$ cat src/verilog/acc_cfg.svh
// Constants of the conversion control block: offsets, fields, reset values, divider codes
`ifndef ACC_CFG_SVH
`define ACC_CFG_SVH

`define ACC_RES_W 12
`define ACC_STEP_W 4
`define ACC_SAR_LAST 4'hC
`define ACC_CONV_LAST 4'hF

`define ACC_OFS_CTRL 5'h00
`define ACC_OFS_CLKPWR 5'h04
`define ACC_OFS_PINCFG 5'h08
`define ACC_OFS_RES_LO 5'h0C
`define ACC_OFS_RES_HI 5'h10
`define ACC_OFS_IRQ_STS 5'h14
`define ACC_OFS_IRQ_MSK 5'h18

`define ACC_CTRL_START 7
`define ACC_CTRL_DONE_N 6
`define ACC_CTRL_CH 3:0
`define ACC_CP_FIXED 7
`define ACC_CP_PD 6
`define ACC_CP_REF 5
`define ACC_CP_DIV 2:0
`define ACC_IRQ_DONE 0
`define ACC_RES_LO_F 7:0
`define ACC_RES_HI_F 11:8

`define ACC_RST_PD 1'b0
`define ACC_RST_REF 1'b0
`define ACC_RST_DIV 3'h0
`define ACC_RST_CH 4'h0
`define ACC_RST_PIN 8'h00
`define ACC_RST_DONE_N 1'b0
`define ACC_CP_FIXED_VAL 1'b1

`define ACC_DIV_1 3'h4
`define ACC_DIV_2 3'h0
`define ACC_DIV_4 3'h5
`define ACC_DIV_8 3'h1
`define ACC_DIV_16 3'h6
`define ACC_DIV_32 3'h2
`define ACC_DIV_CNT_W 5
`define ACC_LIM_1 5'h00
`define ACC_LIM_2 5'h01
`define ACC_LIM_4 5'h03
`define ACC_LIM_8 5'h07
`define ACC_LIM_16 5'h0F
`define ACC_LIM_32 5'h1F

`endif

$ cat src/verilog/acc_pkg.sv
// Types shared by the conversion control block
`default_nettype none
package acc_pkg;

   typedef enum logic [1:0] {
      ACC_IDLE = 2'h0,
      ACC_ARMED = 2'h1,
      ACC_CONV = 2'h3
   } acc_state_t;

   typedef struct packed {
      logic [4:0] cnt;
      logic tick;
   } acc_div_t;

   typedef struct packed {
      logic [3:0] step;
      logic [11:0] sar;
      logic [11:0] res;
      logic done;
      logic fin;
   } acc_seq_t;

endpackage : acc_pkg
`default_nettype wire

$ cat src/verilog/acc_control.sv
// Conversion control: register slave, start sequence, pin sharing and interrupt
// How it works
// - A start bit pulse high then low begins one conversion.
// - While start stays high the converter is reset and done flag is high.
// - The done flag drops to zero when a conversion ends.
// - Conversion end sets interrupt status; interrupt asserts only when unmasked.
// - Divider codes pick undivided, 2, 4, 8, 16 or 32; two codes undefined.
// - Converter powered only while power-down bit is zero.
// - Reference bit picks supply or reference pin, claiming the shared pin.
// - Each set pin-enable bit makes its pin analog, other functions off.
// - Pull-ups drop on pins configured analog.
// - Analog pins override port direction control.
// - Channel code routes one of ten sources to the converter.
// - A conversion takes sixteen converter clock periods.
// - Twelve-bit result read as low and high byte registers.
`include "acc_cfg.svh"
`default_nettype none
module acc_control
   import acc_pkg::*;
#(
   parameter int PIN_N = 8
) (
   input wire logic mclk,
   input wire logic rst,
   input wire logic ce,
   input wire logic [4:0] avsAddress,
   input wire logic avsRead,
   input wire logic avsWrite,
   input wire logic [31:0] avsWriteData,
   input wire logic [3:0] avsByteEnable,
   output logic [31:0] avsReadData,
   output logic avsWaitRequest,
   output logic irq,
   input wire logic cmpIn,
   input wire logic [PIN_N-1:0] pullUpReq,
   input wire logic [PIN_N-1:0] portDirReq,
   output logic [11:0] dacCode,
   output logic convReset,
   output logic convPowerOn,
   output logic [3:0] channelSel,
   output logic refExtSel,
   output logic refPinEn,
   output logic [PIN_N-1:0] analogPinEn,
   output logic [PIN_N-1:0] pullUpEn,
   output logic [PIN_N-1:0] portDir
);

   ////////////////////////////////////////////////////////////////////////////
   // State

   typedef struct packed {
      acc_state_t state;
      logic startBit;
      logic [3:0] chan;
      logic powerDown;
      logic refSel;
      logic [2:0] divSel;
      logic [PIN_N-1:0] pinEn;
      logic doneN;
      logic [11:0] result;
      logic irqSts;
      logic irqMsk;
      logic waitReq;
      logic [31:0] readData;
      logic irqOut;
      logic convRst;
      logic powerOn;
      logic [3:0] chanOut;
      logic refOut;
      logic refPin;
      logic [PIN_N-1:0] analogOut;
      logic [PIN_N-1:0] pullUpOut;
      logic [PIN_N-1:0] dirOut;
      logic cmpMeta;
      logic cmpSync;
   } acc_ctl_t;

   acc_ctl_t q;
   acc_ctl_t d;

   logic divTick;
   logic seqDone;
   logic [11:0] seqResult;
   logic seqClear;
   logic req;
   logic accept;
   logic wrLane0;
   logic stsClear;
   logic [31:0] rdMux;

   ////////////////////////////////////////////////////////////////////////////
   // Converter clock and sequencer

   // Both are held cleared outside a running conversion
   assign seqClear = (q.state != ACC_CONV);

   acc_clk_div u_div (
      .mclk(mclk),
      .rst(rst),
      .ce(ce),
      .clear(seqClear),
      .divSel(q.divSel),
      .tick(divTick)
   );

   acc_sar_seq u_seq (
      .mclk(mclk),
      .rst(rst),
      .ce(ce),
      .clear(seqClear),
      .tick(divTick),
      .cmpHigh(q.cmpSync),
      .dacCode(dacCode),
      .done(seqDone),
      .result(seqResult)
   );

   ////////////////////////////////////////////////////////////////////////////
   // Bus handshake

   assign req = avsRead | avsWrite;
   assign accept = req && !q.waitReq;
   assign wrLane0 = accept && avsWrite && avsByteEnable[0];
   assign stsClear = wrLane0 && (avsAddress == `ACC_OFS_IRQ_STS)
      && avsWriteData[`ACC_IRQ_DONE];

   ////////////////////////////////////////////////////////////////////////////
   // Read data

   always_comb begin
      rdMux = 32'h0000_0000;
      unique case (avsAddress)
         `ACC_OFS_CTRL: begin
            rdMux[`ACC_CTRL_START] = q.startBit;
            rdMux[`ACC_CTRL_DONE_N] = q.doneN;
            rdMux[`ACC_CTRL_CH] = q.chan;
         end
         `ACC_OFS_CLKPWR: begin
            rdMux[`ACC_CP_FIXED] = `ACC_CP_FIXED_VAL;
            rdMux[`ACC_CP_PD] = q.powerDown;
            rdMux[`ACC_CP_REF] = q.refSel;
            rdMux[`ACC_CP_DIV] = q.divSel;
         end
         `ACC_OFS_PINCFG: begin
            rdMux[PIN_N-1:0] = q.pinEn;
         end
         `ACC_OFS_RES_LO: begin
            rdMux[7:0] = q.result[`ACC_RES_LO_F];
         end
         `ACC_OFS_RES_HI: begin
            rdMux[3:0] = q.result[`ACC_RES_HI_F];
         end
         `ACC_OFS_IRQ_STS: begin
            rdMux[`ACC_IRQ_DONE] = q.irqSts;
         end
         `ACC_OFS_IRQ_MSK: begin
            rdMux[`ACC_IRQ_DONE] = q.irqMsk;
         end
         default: begin
            rdMux = 32'h0000_0000;
         end
      endcase
   end

   ////////////////////////////////////////////////////////////////////////////
   // Next state

   always_comb begin
      d = q;

      // Comparator crosses in from the analog side
      d.cmpMeta = cmpIn;
      d.cmpSync = q.cmpMeta;

      // One wait cycle, then one cycle with waitrequest low
      d.waitReq = !(req && q.waitReq);
      if (req && q.waitReq) begin
         d.readData = rdMux;
      end

      // Register writes
      if (wrLane0) begin
         unique case (avsAddress)
            `ACC_OFS_CTRL: begin
               d.startBit = avsWriteData[`ACC_CTRL_START];
               d.chan = avsWriteData[`ACC_CTRL_CH];
            end
            `ACC_OFS_CLKPWR: begin
               d.powerDown = avsWriteData[`ACC_CP_PD];
               d.refSel = avsWriteData[`ACC_CP_REF];
               d.divSel = avsWriteData[`ACC_CP_DIV];
            end
            `ACC_OFS_PINCFG: begin
               d.pinEn = avsWriteData[PIN_N-1:0];
            end
            `ACC_OFS_IRQ_MSK: begin
               d.irqMsk = avsWriteData[`ACC_IRQ_DONE];
            end
            default: begin
               d.startBit = d.startBit;
            end
         endcase
      end

      // Completion: flag low, result captured, status set
      if (q.state == ACC_CONV && seqDone) begin
         d.state = ACC_IDLE;
         d.doneN = 1'b0;
         d.result = seqResult;
      end

      // Start sequence; start high always wins and restarts
      if (d.startBit) begin
         d.state = ACC_ARMED;
         d.doneN = 1'b1;
      end else if (q.state == ACC_ARMED) begin
         d.state = ACC_CONV;
      end

      // Power-down abandons a running conversion without completion
      if (d.powerDown && d.state == ACC_CONV) begin
         d.state = ACC_IDLE;
      end

      // Set wins over a write-one clear in the same cycle
      d.irqSts = (q.irqSts && !stsClear) || (q.state == ACC_CONV && seqDone);

      // Registered outputs
      d.irqOut = d.irqSts && d.irqMsk;
      d.convRst = (d.state == ACC_ARMED) || d.powerDown;
      d.powerOn = !d.powerDown;
      d.chanOut = d.chan;
      d.refOut = d.refSel;
      d.refPin = d.refSel;
      d.analogOut = d.pinEn;
      d.pullUpOut = pullUpReq & ~d.pinEn;
      d.dirOut = portDirReq | d.pinEn;
   end

   ////////////////////////////////////////////////////////////////////////////
   // Registers

   always_ff @(posedge mclk or posedge rst) begin
      if (rst) begin
         q.state <= ACC_IDLE;
         q.startBit <= 1'b0;
         q.chan <= `ACC_RST_CH;
         q.powerDown <= `ACC_RST_PD;
         q.refSel <= `ACC_RST_REF;
         q.divSel <= `ACC_RST_DIV;
         q.pinEn <= '0;
         q.doneN <= `ACC_RST_DONE_N;
         q.result <= 12'h000;
         q.irqSts <= 1'b0;
         q.irqMsk <= 1'b0;
         q.waitReq <= 1'b1;
         q.readData <= 32'h0000_0000;
         q.irqOut <= 1'b0;
         q.convRst <= 1'b0;
         q.powerOn <= 1'b1;
         q.chanOut <= `ACC_RST_CH;
         q.refOut <= `ACC_RST_REF;
         q.refPin <= `ACC_RST_REF;
         q.analogOut <= '0;
         q.pullUpOut <= '0;
         q.dirOut <= '0;
         q.cmpMeta <= 1'b0;
         q.cmpSync <= 1'b0;
      end else if (ce) begin
         q <= d;
      end
   end

   ////////////////////////////////////////////////////////////////////////////
   // Outputs

   assign avsReadData = q.readData;
   assign avsWaitRequest = q.waitReq;
   assign irq = q.irqOut;
   assign convReset = q.convRst;
   assign convPowerOn = q.powerOn;
   assign channelSel = q.chanOut;
   assign refExtSel = q.refOut;
   assign refPinEn = q.refPin;
   assign analogPinEn = q.analogOut;
   assign pullUpEn = q.pullUpOut;
   assign portDir = q.dirOut;

endmodule : acc_control
`default_nettype wire

$ cat src/verilog/acc_clk_div.sv
// Converter clock divider: one tick per converter clock period
`include "acc_cfg.svh"
`default_nettype none
module acc_clk_div
   import acc_pkg::*;
(
   input wire logic mclk,
   input wire logic rst,
   input wire logic ce,
   input wire logic clear,
   input wire logic [2:0] divSel,
   output logic tick
);
   acc_div_t q;
   acc_div_t d;
   logic [`ACC_DIV_CNT_W-1:0] lim;
   logic valid;

   always_comb begin
      valid = 1'b1;
      lim = `ACC_LIM_1;
      unique case (divSel)
         `ACC_DIV_1: lim = `ACC_LIM_1;
         `ACC_DIV_2: lim = `ACC_LIM_2;
         `ACC_DIV_4: lim = `ACC_LIM_4;
         `ACC_DIV_8: lim = `ACC_LIM_8;
         `ACC_DIV_16: lim = `ACC_LIM_16;
         `ACC_DIV_32: lim = `ACC_LIM_32;
         default: valid = 1'b0;
      endcase
      d = q;
      d.tick = 1'b0;
      if (clear || !valid) begin
         d.cnt = 5'h00;
      end else if (q.cnt == lim) begin
         d.cnt = 5'h00;
         d.tick = 1'b1;
      end else begin
         d.cnt = q.cnt + 5'h01;
      end
   end

   always_ff @(posedge mclk or posedge rst) begin
      if (rst) begin
         q <= '0;
      end else if (ce) begin
         q <= d;
      end
   end

   assign tick = q.tick;
endmodule : acc_clk_div
`default_nettype wire

$ cat src/verilog/acc_sar_seq.sv
// Successive approximation sequencer: sixteen converter clock periods per result
`include "acc_cfg.svh"
`default_nettype none
module acc_sar_seq
   import acc_pkg::*;
(
   input wire logic mclk,
   input wire logic rst,
   input wire logic ce,
   input wire logic clear,
   input wire logic tick,
   input wire logic cmpHigh,
   output logic [11:0] dacCode,
   output logic done,
   output logic [11:0] result
);
   acc_seq_t q;
   acc_seq_t d;

   always_comb begin
      d = q;
      d.done = 1'b0;
      if (clear) begin
         d.step = 4'h0;
         d.sar = 12'h000;
         d.fin = 1'b0;
      end else if (tick && !q.fin) begin
         if (q.step != 4'h0 && q.step <= `ACC_SAR_LAST && !cmpHigh) begin
            d.sar[`ACC_SAR_LAST - q.step] = 1'b0;
         end
         if (q.step < `ACC_SAR_LAST) begin
            d.sar[`ACC_SAR_LAST - 4'h1 - q.step] = 1'b1;
         end
         if (q.step == `ACC_CONV_LAST) begin
            d.done = 1'b1;
            d.fin = 1'b1;
            d.res = d.sar;
         end else begin
            d.step = q.step + 4'h1;
         end
      end
   end

   always_ff @(posedge mclk or posedge rst) begin
      if (rst) begin
         q <= '0;
      end else if (ce) begin
         q <= d;
      end
   end

   assign dacCode = q.sar;
   assign done = q.done;
   assign result = q.res;
endmodule : acc_sar_seq
`default_nettype wire

$ cat config.mk
export PLATFORM = sky130hd
export DESIGN_NAME = acc_control
export DESIGN_NICKNAME = d
export VERILOG_FILES = /design/src/verilog/acc_pkg.sv /design/src/verilog/acc_control.sv /design/src/verilog/acc_clk_div.sv /design/src/verilog/acc_sar_seq.sv
export VERILOG_INCLUDE_DIRS = /design/src /design/src/verilog
export SDC_FILE = /design/constraint.sdc
export NUM_CORES = 1
export LEC_CHECK = 0
export BUFFER_PORTS_ARGS = -buffer_cell sky130_fd_sc_hd__buf_2
export CAP_MARGIN = 20
export CELL_PAD_IN_SITES_DETAIL_PLACEMENT = 0
export CELL_PAD_IN_SITES_GLOBAL_PLACEMENT = 1
export CORE_MARGIN = 2
export CORE_UTILIZATION = 37
export DETAILED_ROUTE_END_ITERATION = 8
export PLACE_DENSITY_LB_ADDON = 0.2
export SLEW_MARGIN = 20
export SYNTH_ARGS = -nofsm -noshare
export SYNTH_HDL_FRONTEND = slang
export SYNTH_SLANG_ARGS = --single-unit
export TNS_END_PERCENT = 1
$ cat constraint.sdc
create_clock -name mclk -period 2.72 [get_ports mclk]
set_input_delay 0.272 -clock mclk [delete_from_list [all_inputs] [get_ports mclk]]
set_output_delay 0.272 -clock mclk [all_outputs]
set_load 0.03 [all_outputs]
Word level (Yosys, flattened, before mapping)
Cells that the tools add are included.
Storage, ports and cells
  flip-flop bits (word level): 101
  input port bits: 63
  output and inout bits: 78
  logic and storage cells: 144
Operators by class
  $add $sub $neg: 4
  order comparisons: 6
  eq/ne operators: 19
  muxes and demuxes: 39
  bitwise logic cells: 8
  reduce and logical (&&, ||, !) cells: 41
Operators by type and width (number)
  12-bit 2-to-1 mux: 4
  30-bit 2-to-1 mux: 1
  5-bit one-hot mux with 5 select lines: 1
  18-bit 2-to-1 mux: 1
  16-bit 2-to-1 mux: 1
  5-bit == test, second input constant: 3
  1-bit logical AND: 15
  5-bit 2-to-1 mux: 3
  14-bit 2-to-1 mux: 1
  13-bit 2-to-1 mux: 1
  12-bit AND: 1
  12-bit inverter: 1
  12-bit OR: 1
  3-bit AND reduction: 4
  1-bit 2-to-1 mux: 11
  5-bit by 4-bit == test with 1-bit output, second input constant: 2
  4-bit by 5-bit less-than comparator with 1-bit output, second input constant: 2
  2-bit one-hot mux with 5 select lines: 1
  3-bit == test, second input constant: 3
  8-bit AND: 1
  1-bit demux with 4-bit select: 2
  4-bit by 1-bit greater-or-equal comparator with 1-bit output, second input constant: 2
  2-bit 2-to-1 mux: 4
  4-bit 2-to-1 mux: 2
  32 further kinds: 49

Logic depth before layout (Yosys ltp)
Gate-level depths: netlist (run 1).
  word-level depth: 15
  mapped depth: 8
  gate-level depth less buffers: 7

By module
From an unflattened synthesis (run 1), not the netlist that was laid out.
Unflattened totals
  cell total of the unflattened synthesis: 609
  area, all modules: 5878.1 um2
Modules (own cells, without submodules)
  acc_control: instances 1, cells each 351, area an instance 3567.2 um2, sequential area each 1629.1 um2
  acc_sar_seq: instances 1, cells each 209, area an instance 1873.0 um2, sequential area each 750.7 um2
  acc_clk_div: instances 1, cells each 49, area an instance 437.9 um2, sequential area each 150.1 um2

Worst setup path before layout (run 1)
OpenSTA, ideal clock, no wires.
  path kind: flip-flop to flip-flop
  from: register u_seq.q[26] (netlist name)
  to: register u_seq.q, in the netlist u_seq.dacCode[5]
  data arrival time: 1.752 ns
  required time: 2.586 ns
  setup slack: 0.835 ns
  stages on the path, launching flop included: 9
  period minus slack after synthesis: 1.885 ns
  cells stage by stage: dfrtp_1 -> inv_1 -> ha_1 -> clkbuf_1 -> nor2b_1 -> a221oi_1 -> nand2_1 -> o21ai_0 -> o21ai_0
On the way
  word-level cells in the longest chain between the ends: 14
  elaborated cells on any way between the ends: 26
  classes of those cells: 2 x add/sub; 6 x order compare; 10 x mux; 3 x bitwise; 5 x reduce/logical
Ends and longest elaborated chain
  start: declaration: RTL line acc_sar_seq.sv:17  | acc_seq_t q;
  start signal: assignment: RTL line acc_sar_seq.sv:46  | q <= '0;
  start signal: assignment: RTL line acc_sar_seq.sv:48  | q <= d;
  4-bit subtractor (no line)
  4-bit by 5-bit less-than comparator with 1-bit output or 4-bit by 1-bit greater-or-equal comparator with 1-bit output (tied branches): RTL line acc_sar_seq.sv:29  | d.sar[`ACC_SAR_LAST - q.step] = 1'b0;
  1-bit logical AND: RTL line acc_sar_seq.sv:29
  1-bit 2-to-1 mux: RTL line acc_sar_seq.sv:29
  1-bit demux with 4-bit select
  12-bit inverter (no line)
  12-bit AND (no line)
  12-bit 2-to-1 mux: RTL line acc_sar_seq.sv:28  | if (q.step != 4'h0 && q.step <= `ACC_SAR_LAST && !cmpHigh) begin
  12-bit 2-to-1 mux: RTL line acc_sar_seq.sv:27  | end else if (tick && !q.fin) begin
  12-bit 2-to-1 mux: RTL line acc_sar_seq.sv:23  | if (clear) begin
  12-bit OR (no line)
  12-bit 2-to-1 mux (*): RTL line acc_sar_seq.sv:31  | if (q.step < `ACC_SAR_LAST) begin
  30-bit 2-to-1 mux (*): RTL line acc_sar_seq.sv:27
  16-bit 2-to-1 mux (*): RTL line acc_sar_seq.sv:23
Mark *: on every way between the ends. The rest lies on a longest branch, timed or not. The select of a mux whose other input is x is not followed.
A chain may end at the register's enable or synchronous reset.

Worst setup path after layout (run 1)
  from: register u_seq.q[26] (netlist name)
  to: register u_seq.q, in the netlist u_seq.dacCode[2]
The elaborated chain is that of the path after synthesis.

==> run_results.csv, run 1 <==
group,metric,value,unit
floorplanning,dieArea,0.0161,mm^2
critical_path,path_max_fanout,9,
sta,worst_pin_slew,0.496,ns
synth,synth_edf_count,0,
power,comb_power_share,0.146,
critical_path,worstSetupPathType,"reg -> reg",
detailed_routing,antenna_left,0,
detailed_routing,wire_per_inst,16.8,um
cts,cts_root_buf,"clkbuf_16",
floorplanning,start_util,0.383,
final_layout,drive_gt1_frac,0.290,
power,p_leak,0.00289,uW
status,status,"finished clean",
synth,ys_warn_count,0,
cts,cts_buffer_depth,2,
synth,synth_top_area_cell,"dfrtp_1",
cts,cts_buffers,9,
detailed_routing,drt_first_pass_iters,7,
final_layout,nNetsFinal,656,
critical_path,worstSetupEndpointType,"flip-flop",
synth,synth.avg_cell_area,10.1,um^2
synth,syn_area,0.00560,mm^2
floorplanning,coreArea,0.0146,mm^2
global_route,antenna_found_initial,0,
global_route,grt_max_degree,41,
synth,synthDistinctLibCells,70,
floorplanning,placement_rows,44,
place,dp_hpwl,9.26,mm
global_route,grtUsageTotal,0.167,
final_layout,fin_cells,777,
sta,finalSetupTns,0,ns
sta,max_freq,446,MHz
floorplanning,num_io_pins,141,
place,place.gp.congestion,0.802,
cts,cts_max_level,3,
sta,rsz0062_at_grt,"no",
power,p_sw_frac,0.279,
detailed_routing,drt_iter0_drc,210,
synth,yosysSeqAreaShare,0.451,
worst_hold_path,hold_path_class,"in -> reg",
critical_path,cp-start-kind,"flip-flop",
cts,cts_setup_buffers,0,
detailed_routing,num_vias,3971,
sta,finClkSkew,0.00915,ns
detailed_routing,totalWireLength,13.1,mm
final_layout,num_antenna_cells,0,
critical_path,cp.required,2.95,ns
place,post-place-ws,0.509,ns
sta,hold_slack,0.159,ns
synth,syn_inst,555,
power,p_int,2540,uW
sta,setup_viol,0,
sta,fin_crit_sh,0.824,
place,placed_cells,759,
cts,clk_latency,0.35,ns
final_layout,area_growth_syn_to_layout,8.95,%
synth,synth.area.top_cells,"dfrtp_1 (44%), buf_4 (9.9%), mux2_2 (5.2%), o21ai_0 (3.4%), nand2_1 (2.7%)",
synth,yosysTopAreaCellShare,0.442,
detailed_routing,vias_per_cell,5.11,
cts,cts_resized,0,
synth,async_reset_ff_frac,1.00,
global_route,overflow,0,
cts,cts.sinks,101,
run,max-cap-violations,0,
critical_path,cp.arrival,2.47,ns
sta,period_needed,2.24,ns
synth,ys.flop_type,"dfrtp_1",
floorplanning,die_x,127,um
sta,worst_slack,0.479,ns
floorplanning,die_h,127,um
global_route,grt_pass1_wl,21.0,mm
power,seqPwrFrac,0.467,
power,powerDensity,578,mW/mm^2
global_route,grt_pass1_vias,3849,
power,power_frac_clock,0.388,
power,ir_worst_vdd,284,uV
power,switchingPower,985,uW
sta,finalHoldViolCount,0,
place,port_buffers,89,
cts,cts_tree,"built",
detailed_routing,drc_errors,0,
sta,slew_headroom,0.665,
cts,cts.reportedPaths.clkPinSlew,0.07,ns
sta,slew_viol_final,0,
synth,synth_seq_cells,101,
## state kept, by name, indices dropped and copies added (netlist names), 4 cells and up
register / flops
analogPinEn: 8
avsReadData: 8
channelSel: 4
portDir: 8
pullUpEn: 8
q: 23
u_div.q: 5
u_seq.dacCode: 12
u_seq.q: 5
u_seq.result: 12
## worst paths after layout
kind	depth (start not counted)	endpoint	start	slack [ns]
worst max register to register	7	u_seq.dacCode[2]	u_seq.q[26]	0.48
min in group asynchronous	3	u_seq.q[28]	rst	0.46
worst min register to register	2	avsReadData[3]	avsReadData[3]	0.47
max in group asynchronous	5	q[77]	rst	1.55
worst max-delay path	7	u_seq.dacCode[2]	u_seq.q[26]	0.48
worst min-delay path	2	d[0]	cmpIn	0.16
## worst max-delay path, stage by stage (launching register included)
cell      delay, ns
dfrtp_1        0.44
inv_1          0.11
ha_1           0.34
nor2b_1        0.09
a221oi_1       0.47
nand2_1        0.15
o21ai_0        0.37
o21ai_0        0.13
## repair_timing
| item | 4_1_cts | 5_1_grt |
|---|---|---|
| setup endpoints to repair | 0 | 0 |
| hold buffers | 0 | 1 |
| endpoints found under the hold margin | 0 | 14 |
## metrics by stage
stage,power [uW],utilization,cell area [um^2]
floorplan,2110,-,5690
global placement,2180,0.394,5760
detailed placement,2190,0.394,5760
CTS,3570,0.415,6080
global route,3680,0.417,6110
finish,3530,0.417,6110
## Yosys cell counts, types with 2 or more instances
cell and n:
dfrtp_1 99, buf_4 74, nand2_1 41, nor2_1 39, o21ai_0 38, a21oi_1 29, mux2_2 26, clkbuf_1 20
inv_1 18, nor2b_1 15, mux2i_1 11, a211oi_1 10, a32oi_1 10, mux2_4 9, nand3_1 9, nand4b_1 9
a31oi_1 6, o21ai_1 6, ha_1 5, o22ai_1 5, buf_6 4, a21o_1 3, buf_2 3, nand2b_1 3
nand3b_1 3, nand4_1 3, nor4_1 3, o31ai_1 3, xnor2_1 3, a221oi_1 2, a22o_1 2, clkbuf_8 2
dfstp_2 2, nor3_1 2, o21a_1 2, or2b_2 2
## cells by family (layout without fill, tap and decap cells)
logic type | count (synthesis) | count (layout) | synth area share
AOI/OAI and AO/OA | 133 | 133 | 0.154
xor gates and xnor gates | 4 | 4 | 0.00625
adders and majority gates | 5 | 5 | 0.0112
buffers and inverters | 122 | 137 | 0.141
DFF | 101 | 101 | 0.451
muxes | 47 | 47 | 0.100
other | 1 | 24 | 0.000669
and+or+nand+nor | 142 | 142 | 0.136
## metal layers
metal	up-vias	share of wire	routed length, um	GRT usage
met2	120	0.46	6040	0.257
li1	1927	-	-	-
met3	13	0.059	776	0.0297
met5	-	0	0	0
met4	0	0.015	193	0.0621
met1	1911	0.46	6050	0.236
## area by class of cell
class,count,area [um^2]
inverters,18,71.3
repair buffers,103,591
clock buffers,13,270
multi-input cells,355,2370
well taps,184,230
flip-flops and latches,101,2530
fillers,1435,8540
clock inverters,3,42.5
## placed cells by master, fill, tap and decap left out, drive strengths merged, types with 3 or more instances in the layout
cell type  synthesis  final
clkbuf            22     13
nand3b             3      3
mux2i             11     11
o21ai             44     44
nand2b             3      3
mux2              35     35
buf               82    102
conb               1     24
nor4               3      3
nand3              9      9
a32oi             10     10
dfrtp             99     99
a31oi              6      6
xnor2              3      3
nand4b             9      9
ha                 5      5
a21o               4      4
o22ai              5      5
nand2             42     42
o31ai              4      4
inv               18     17
nor2              40     40
a21oi             29     29
nand4              3      3
nor2b             15     15
a211oi            10     10
## power by group through the flow
stage / registers (uW) / logic [uW] / clock network (uW)
2_1_floorplan: 1670 / 441 / 0
5_1_grt: 1660 / 556 / 1460
6_report: 1650 / 514 / 1370
3_5_place_dp: 1680 / 514 / 0
3_3_place_gp: 1680 / 508 / 0
4_1_cts: 1650 / 517 / 1410
Power figures use the tool's default switching activity.
==> run 2, diff against run 1 <==
CORE_UTILIZATION = 41   (was 37)
clock period = 2.3 ns   (was 2.72 ns; I/O delays follow)
==> run 2 against run 1 <==
Against the previous run: the flow now finishes with violations (hold timing); wire length decreased by 3.7%; first-iteration DRC count increased by 34%; final cell count decreased by 0.26%; critical endpoint is now u_seq.dacCode[11].
==> run_results.csv, run 2 (synthesis results as in run 1) <==
group,metric,value,unit
detailed_routing,drt_iter0_drc,282,
place,dp_hpwl,9.08,mm
final_layout,drive_gt1_frac,0.299,
critical_path,worstSetupPathType,"reg -> reg",
detailed_routing,antenna_left,0,
critical_path,path_max_fanout,5,
critical_path,cp.arrival,2.28,ns
power,p_leak,0.00290,uW
global_route,use_met2,0.275,
cts,cts_max_level,3,
global_route,grtUsageMet3,0.0367,
detailed_routing,vias_per_cell,5.17,
final_layout,area_growth_syn_to_layout,8.84,%
sta,slew_viol_final,0,
sta,slew_headroom,0.620,
sta,rsz0062_at_grt,"no",
detailed_routing,num_vias,4009,
floorplanning,coreArea,0.0133,mm^2
sta,period_needed,2.07,ns
place,dpl_cell_area,0.00580,mm^2
final_layout,layout_commonest_cell,"dfrtp_1",
power,powerDensity,666,mW/mm^2
sta,finClkSkew,0.00750,ns
global_route,grt_pass1_wl,20.5,mm
sta,fin_crit_sh,0.900,
sta,max_freq,483,MHz
cts,clk_latency,0.35,ns
cts,cts_root_buf,"clkbuf_16",
final_layout,num_antenna_cells,0,
critical_path,timing.rr.start,"u_seq.q[27]",
floorplanning,dieArea,0.0146,mm^2
floorplanning,die_h,121,um
detailed_routing,drt_first_pass_iters,5,
floorplanning,placement_rows,42,
critical_path,slowest_delay,0.43,ns
global_route,overflow,0,
critical_path,rr_worst_depth,8,
critical_path,slowest_stage,"dfrtp_1",
cts,cts_buffer_depth,2,
floorplanning,die_x,121,um
power,ir_worst_vdd,378,uV
global_route,grt_max_degree,102,
final_layout,regMostFlops,"q",
sta,finalHoldViolCount,3,
cts,cts_resized,0,
status,status,"finished with violations",
cts,cts.sinks,101,
critical_path,worst-path-buf-inv,2,
cts,cts_buffers,9,
detailed_routing,wire_per_inst,16.2,um
final_layout,nNetsFinal,662,
sta,finalSetupTns,0,ns
critical_path,r2r_slack,0.23,ns
critical_path,cp_top_family,"compound AO/OA/AOI/OAI gates",
cts,cts_hold_buf,0,
global_route,top_usage_layer,"met2",
detailed_routing,drc_errors,0,
cts,cts.reportedPaths.clkPinSlew,0.06,ns
sta,hold_slack,-0.0102,ns
cts,cts_tree,"built",
final_layout,largest_reg_flops,23,
place,place.gp.congestion,0.810,
critical_path,worstSetupEndpointType,"flip-flop",
detailed_routing,totalWireLength,12.6,mm
final_layout,mostFrequentLayoutCells,"dfrtp_1 (99), buf_2 (89), nand2_1 (41)",
global_route,antenna_found_initial,0,
global_route,grt_pass1_vias,3842,
sta,setup_viol,0,
place,port_buffers,89,
critical_path,cp_common_cell,"o21ai_0",
floorplanning,start_util,0.422,
critical_path,r2r-end,"u_seq.dacCode[11]",
critical_path,worstSetupStartpoint,"u_seq.q[27]",
final_layout,fin_area,0.00610,mm^2
floorplanning,num_io_pins,141,
global_route,grtUsageTotal,0.180,
status,failed_checks,"hold timing",
worst_hold_path,hold_path_class,"in -> async",
run,max-cap-violations,0,
global_route,gr-usage-met1,0.259,
cts,cts_setup_buffers,0,
critical_path,worst-path-stages,8,
critical_path,cp-start-kind,"flip-flop",
critical_path,path_cells,"inv_1, ha_1, nor2b_1, a221oi_1, buf_4, nand2_1, o21ai_0, o21ai_0",
sta,worst_pin_slew,0.563,ns
critical_path,cp.required,2.51,ns
[run 2: stage by stage]
step	power (uW)	setup WS, ns	std cells	utilization
floorplan	2490	0.415	578	-
global route	4260	0.0865	775	0.459
CTS	4120	0.292	775	0.459
finish	4060	0.230	775	0.459
detailed placement	2590	0.289	759	0.436
global placement	2580	0.310	759	0.436
[run 2: how the worst max path moves through the flow]
stage	end	slack, ns
after floorplan	u_seq.dacCode[5]	0.41
final	u_seq.dacCode[11]	0.23
after CTS	u_seq.dacCode[11]	0.29
after detailed placement	portDir[7]	0.29
after global placement	u_seq.dacCode[0]	0.31
after global routing	u_seq.dacCode[11]	0.09
[run 2: final cells by class]
type                            count  area (um^2)
Timing Repair Buffer              109          608
Tap cell                          176          220
Clock buffer                       14          284
Multi-Input combinational cell    355         2370
Sequential cell                   101         2530
Fill cell                        1285         7200
Inverter                           18         71.3
Clock inverter                      2         15.0
[run 2: worst min-delay path: stages]
cell,delay (ns)
buf_2,0.11
clkinvlp_4,0.07
buf_12,0.36
[run 2: power by group]
part | switching [uW] | internal [uW] | leakage [uW]
combinational | 393 | 206 | 0.00144
sequential | 84.5 | 1870 | 0.00133
clock | 656 | 853 | 0.000141
total | 1130 | 2930 | 0.00290
[run 2: layer usage]
metal  up-vias  wire (um)
met1      1937       5920
met2       122       5760
met4         0        125
met5         -          0
li1       1940          -
met3        10        767
==> run 3, diff against run 2 <==
PLACE_DENSITY_LB_ADDON = 0.1   (was 0.2)
==> run 3 against run 2 <==
Against the previous run: the run now ends clean; worst hold slack better by 0.038 ns; clock skew fell by 0.00071 ns; setup slack improved by 0.0059 ns; core utilization is 0.17 points lower; global-route usage is 0.30 points higher; clock-buffer cell count is the same; maximum frequency grew 0.28%; non-clock buffer count increased by 2; critical endpoint is now u_seq.dacCode[9]; largest power group unchanged; highest routed layer unchanged.
==> run_results.csv, run 3 (synthesis results as in run 1) <==
group,metric,value,unit
sta,max_freq,485,MHz
global_route,antenna_found_initial,0,
cts,cts.sinks,101,
sta,fin_crit_sh,0.897,
critical_path,cp.required,2.52,ns
run,max-cap-violations,0,
detailed_routing,wire_per_inst,16.5,um
power,p_leak,0.00289,uW
floorplanning,die_h,121,um
power,powerDensity,651,mW/mm^2
floorplanning,start_util,0.422,
floorplanning,num_io_pins,141,
place,port_buffers,89,
worst_hold_path,hold_path_class,"in -> async",
critical_path,path_max_fanout,5,
power,ir_worst_vdd,309,uV
final_layout,mostFrequentLayoutCells,"dfrtp_1 (99), buf_2 (89), nand2_1 (41)",
final_layout,fillCellCount,1282,
sta,period_needed,2.06,ns
floorplanning,placement_rows,42,
sta,rsz0062_at_grt,"no",
final_layout,fin_area,0.00608,mm^2
final_layout,fin_cells,776,
cts,cts_max_level,3,
cts,cts_buffer_depth,2,
cts,cts_tree,"built",
final_layout,area_growth_syn_to_layout,8.44,%
sta,worst_slack,0.236,ns
sta,setup_viol,0,
detailed_routing,antenna_left,0,
global_route,overflow,0,
cts,cts_root_buf,"clkbuf_16",
global_route,grtUsageTotal,0.183,
final_layout,largest_reg_flops,23,
detailed_routing,drt_iter0_drc,219,
global_route,grt_max_degree,102,
floorplanning,coreArea,0.0133,mm^2
final_layout,drive_gt1_frac,0.295,
cts,cts.reportedPaths.clkPinSlew,0.07,ns
critical_path,worstSetupPathType,"reg -> reg",
final_layout,num_antenna_cells,0,
detailed_routing,totalWireLength,12.8,mm
final_layout,layout_commonest_cell,"dfrtp_1",
place,dp_hpwl,9.13,mm
sta,slew_headroom,0.606,
cts,clk_latency,0.35,ns
sta,slew_viol_final,0,
cts,cts_setup_buffers,0,
detailed_routing,num_vias,4064,
cts,cts_hold_buf,0,
cts,cts_resized,0,
place,post-place-ws,0.267,ns
global_route,grt_pass1_wl,20.7,mm
final_layout,regMostFlops,"q",
critical_path,r2r-end,"u_seq.dacCode[9]",
floorplanning,dieArea,0.0146,mm^2
detailed_routing,vias_per_cell,5.24,
critical_path,cp-start-kind,"flip-flop",
place,placed_cells,761,
status,status,"finished clean",
critical_path,r2r_slack,0.24,ns
critical_path,rr_worst_depth,8,
critical_path,cp.arrival,2.29,ns
sta,finalSetupTns,0,ns
place,place.gp.congestion,0.818,
detailed_routing,drt_first_pass_iters,4,
floorplanning,die_x,121,um
cts,cts_buffers,9,
final_layout,nNetsFinal,664,
critical_path,worstSetupEndpointType,"flip-flop",
sta,worst_pin_slew,0.584,ns
sta,finClkSkew,0.00680,ns
detailed_routing,drc_errors,0,
critical_path,timing.rr.start,"u_seq.q[27]",
global_route,grt_pass1_vias,3816,
sta,finalHoldViolCount,0,
place,dpl_cell_area,0.00582,mm^2
[run 3: cell types whose count changed in the layout (fill, tap and decap cells not counted)]
cell        delta
clkbuf_1       +3
clkinvlp_4     -1
buf_4          +2
clkbuf_8       -3
[run 3: layout make-up]
class / instances / area (um^2) / area share
Clock buffer: 14 / 254 / 0.0418
Clock inverter: 1 / 7.51 / 0.00124
Inverter: 18 / 71.3 / 0.0117
Multi-Input combinational cell: 355 / 2370 / 0.390
Sequential cell: 101 / 2530 / 0.416
Tap cell: 176 / 220 / 0.0362
Timing Repair Buffer: 111 / 623 / 0.103
[run 3: worst max-delay path, stage by stage (launching register included)]
cell      delay (ns)
dfrtp_1         0.43
inv_1           0.12
ha_1            0.25
nor2b_1         0.08
a221oi_1        0.26
buf_4           0.18
nand2_1         0.07
o21ai_0         0.41
o21ai_0         0.13
[run 3: worst max path at each step]
stage	from	to	slack, ns	cells after the start
6_report	u_seq.q[27]	u_seq.dacCode[9]	0.24	8
5_1_grt	u_seq.q[27]	u_seq.dacCode[9]	0.05	8
4_1_cts	u_seq.q[27]	u_seq.dacCode[9]	0.28	8
3_5_place_dp	avsAddress[1]	portDir[6]	0.27	7
3_3_place_gp	avsAddress[1]	portDir[6]	0.27	7
2_1_floorplan	u_seq.q[26]	u_seq.dacCode[5]	0.41	8
[run 3: report_power, final]
part / total, uW / switching, uW / internal [uW]
Sequential: 1950 / 82.7 / 1870
Clock: 1400 / 644 / 760
Combinational: 603 / 396 / 207
Total: 3960 / 1120 / 2830
[run 3: metrics by stage]
| step | util | total power (uW) | hold slack, ns |
|---|---|---|---|
| 3_5_place_dp | 0.437 | 2590 | 0.444 |
| 5_1_grt | 0.457 | 4140 | 0.0840 |
| 2_1_floorplan | - | 2490 | 0.379 |
| 4_1_cts | 0.457 | 4020 | 0.0677 |
| 6_report | 0.457 | 3960 | 0.0283 |
| 3_3_place_gp | 0.437 | 2580 | 0.438 |
[run 3: layer usage]
layer	routed length, um	GRT usage	up-vias
met5	0	0	-
met4	214	0.0698	0
met3	580	0.0296	13
met2	5700	0.274	116
met1	6280	0.265	1991
li1	-	-	1944
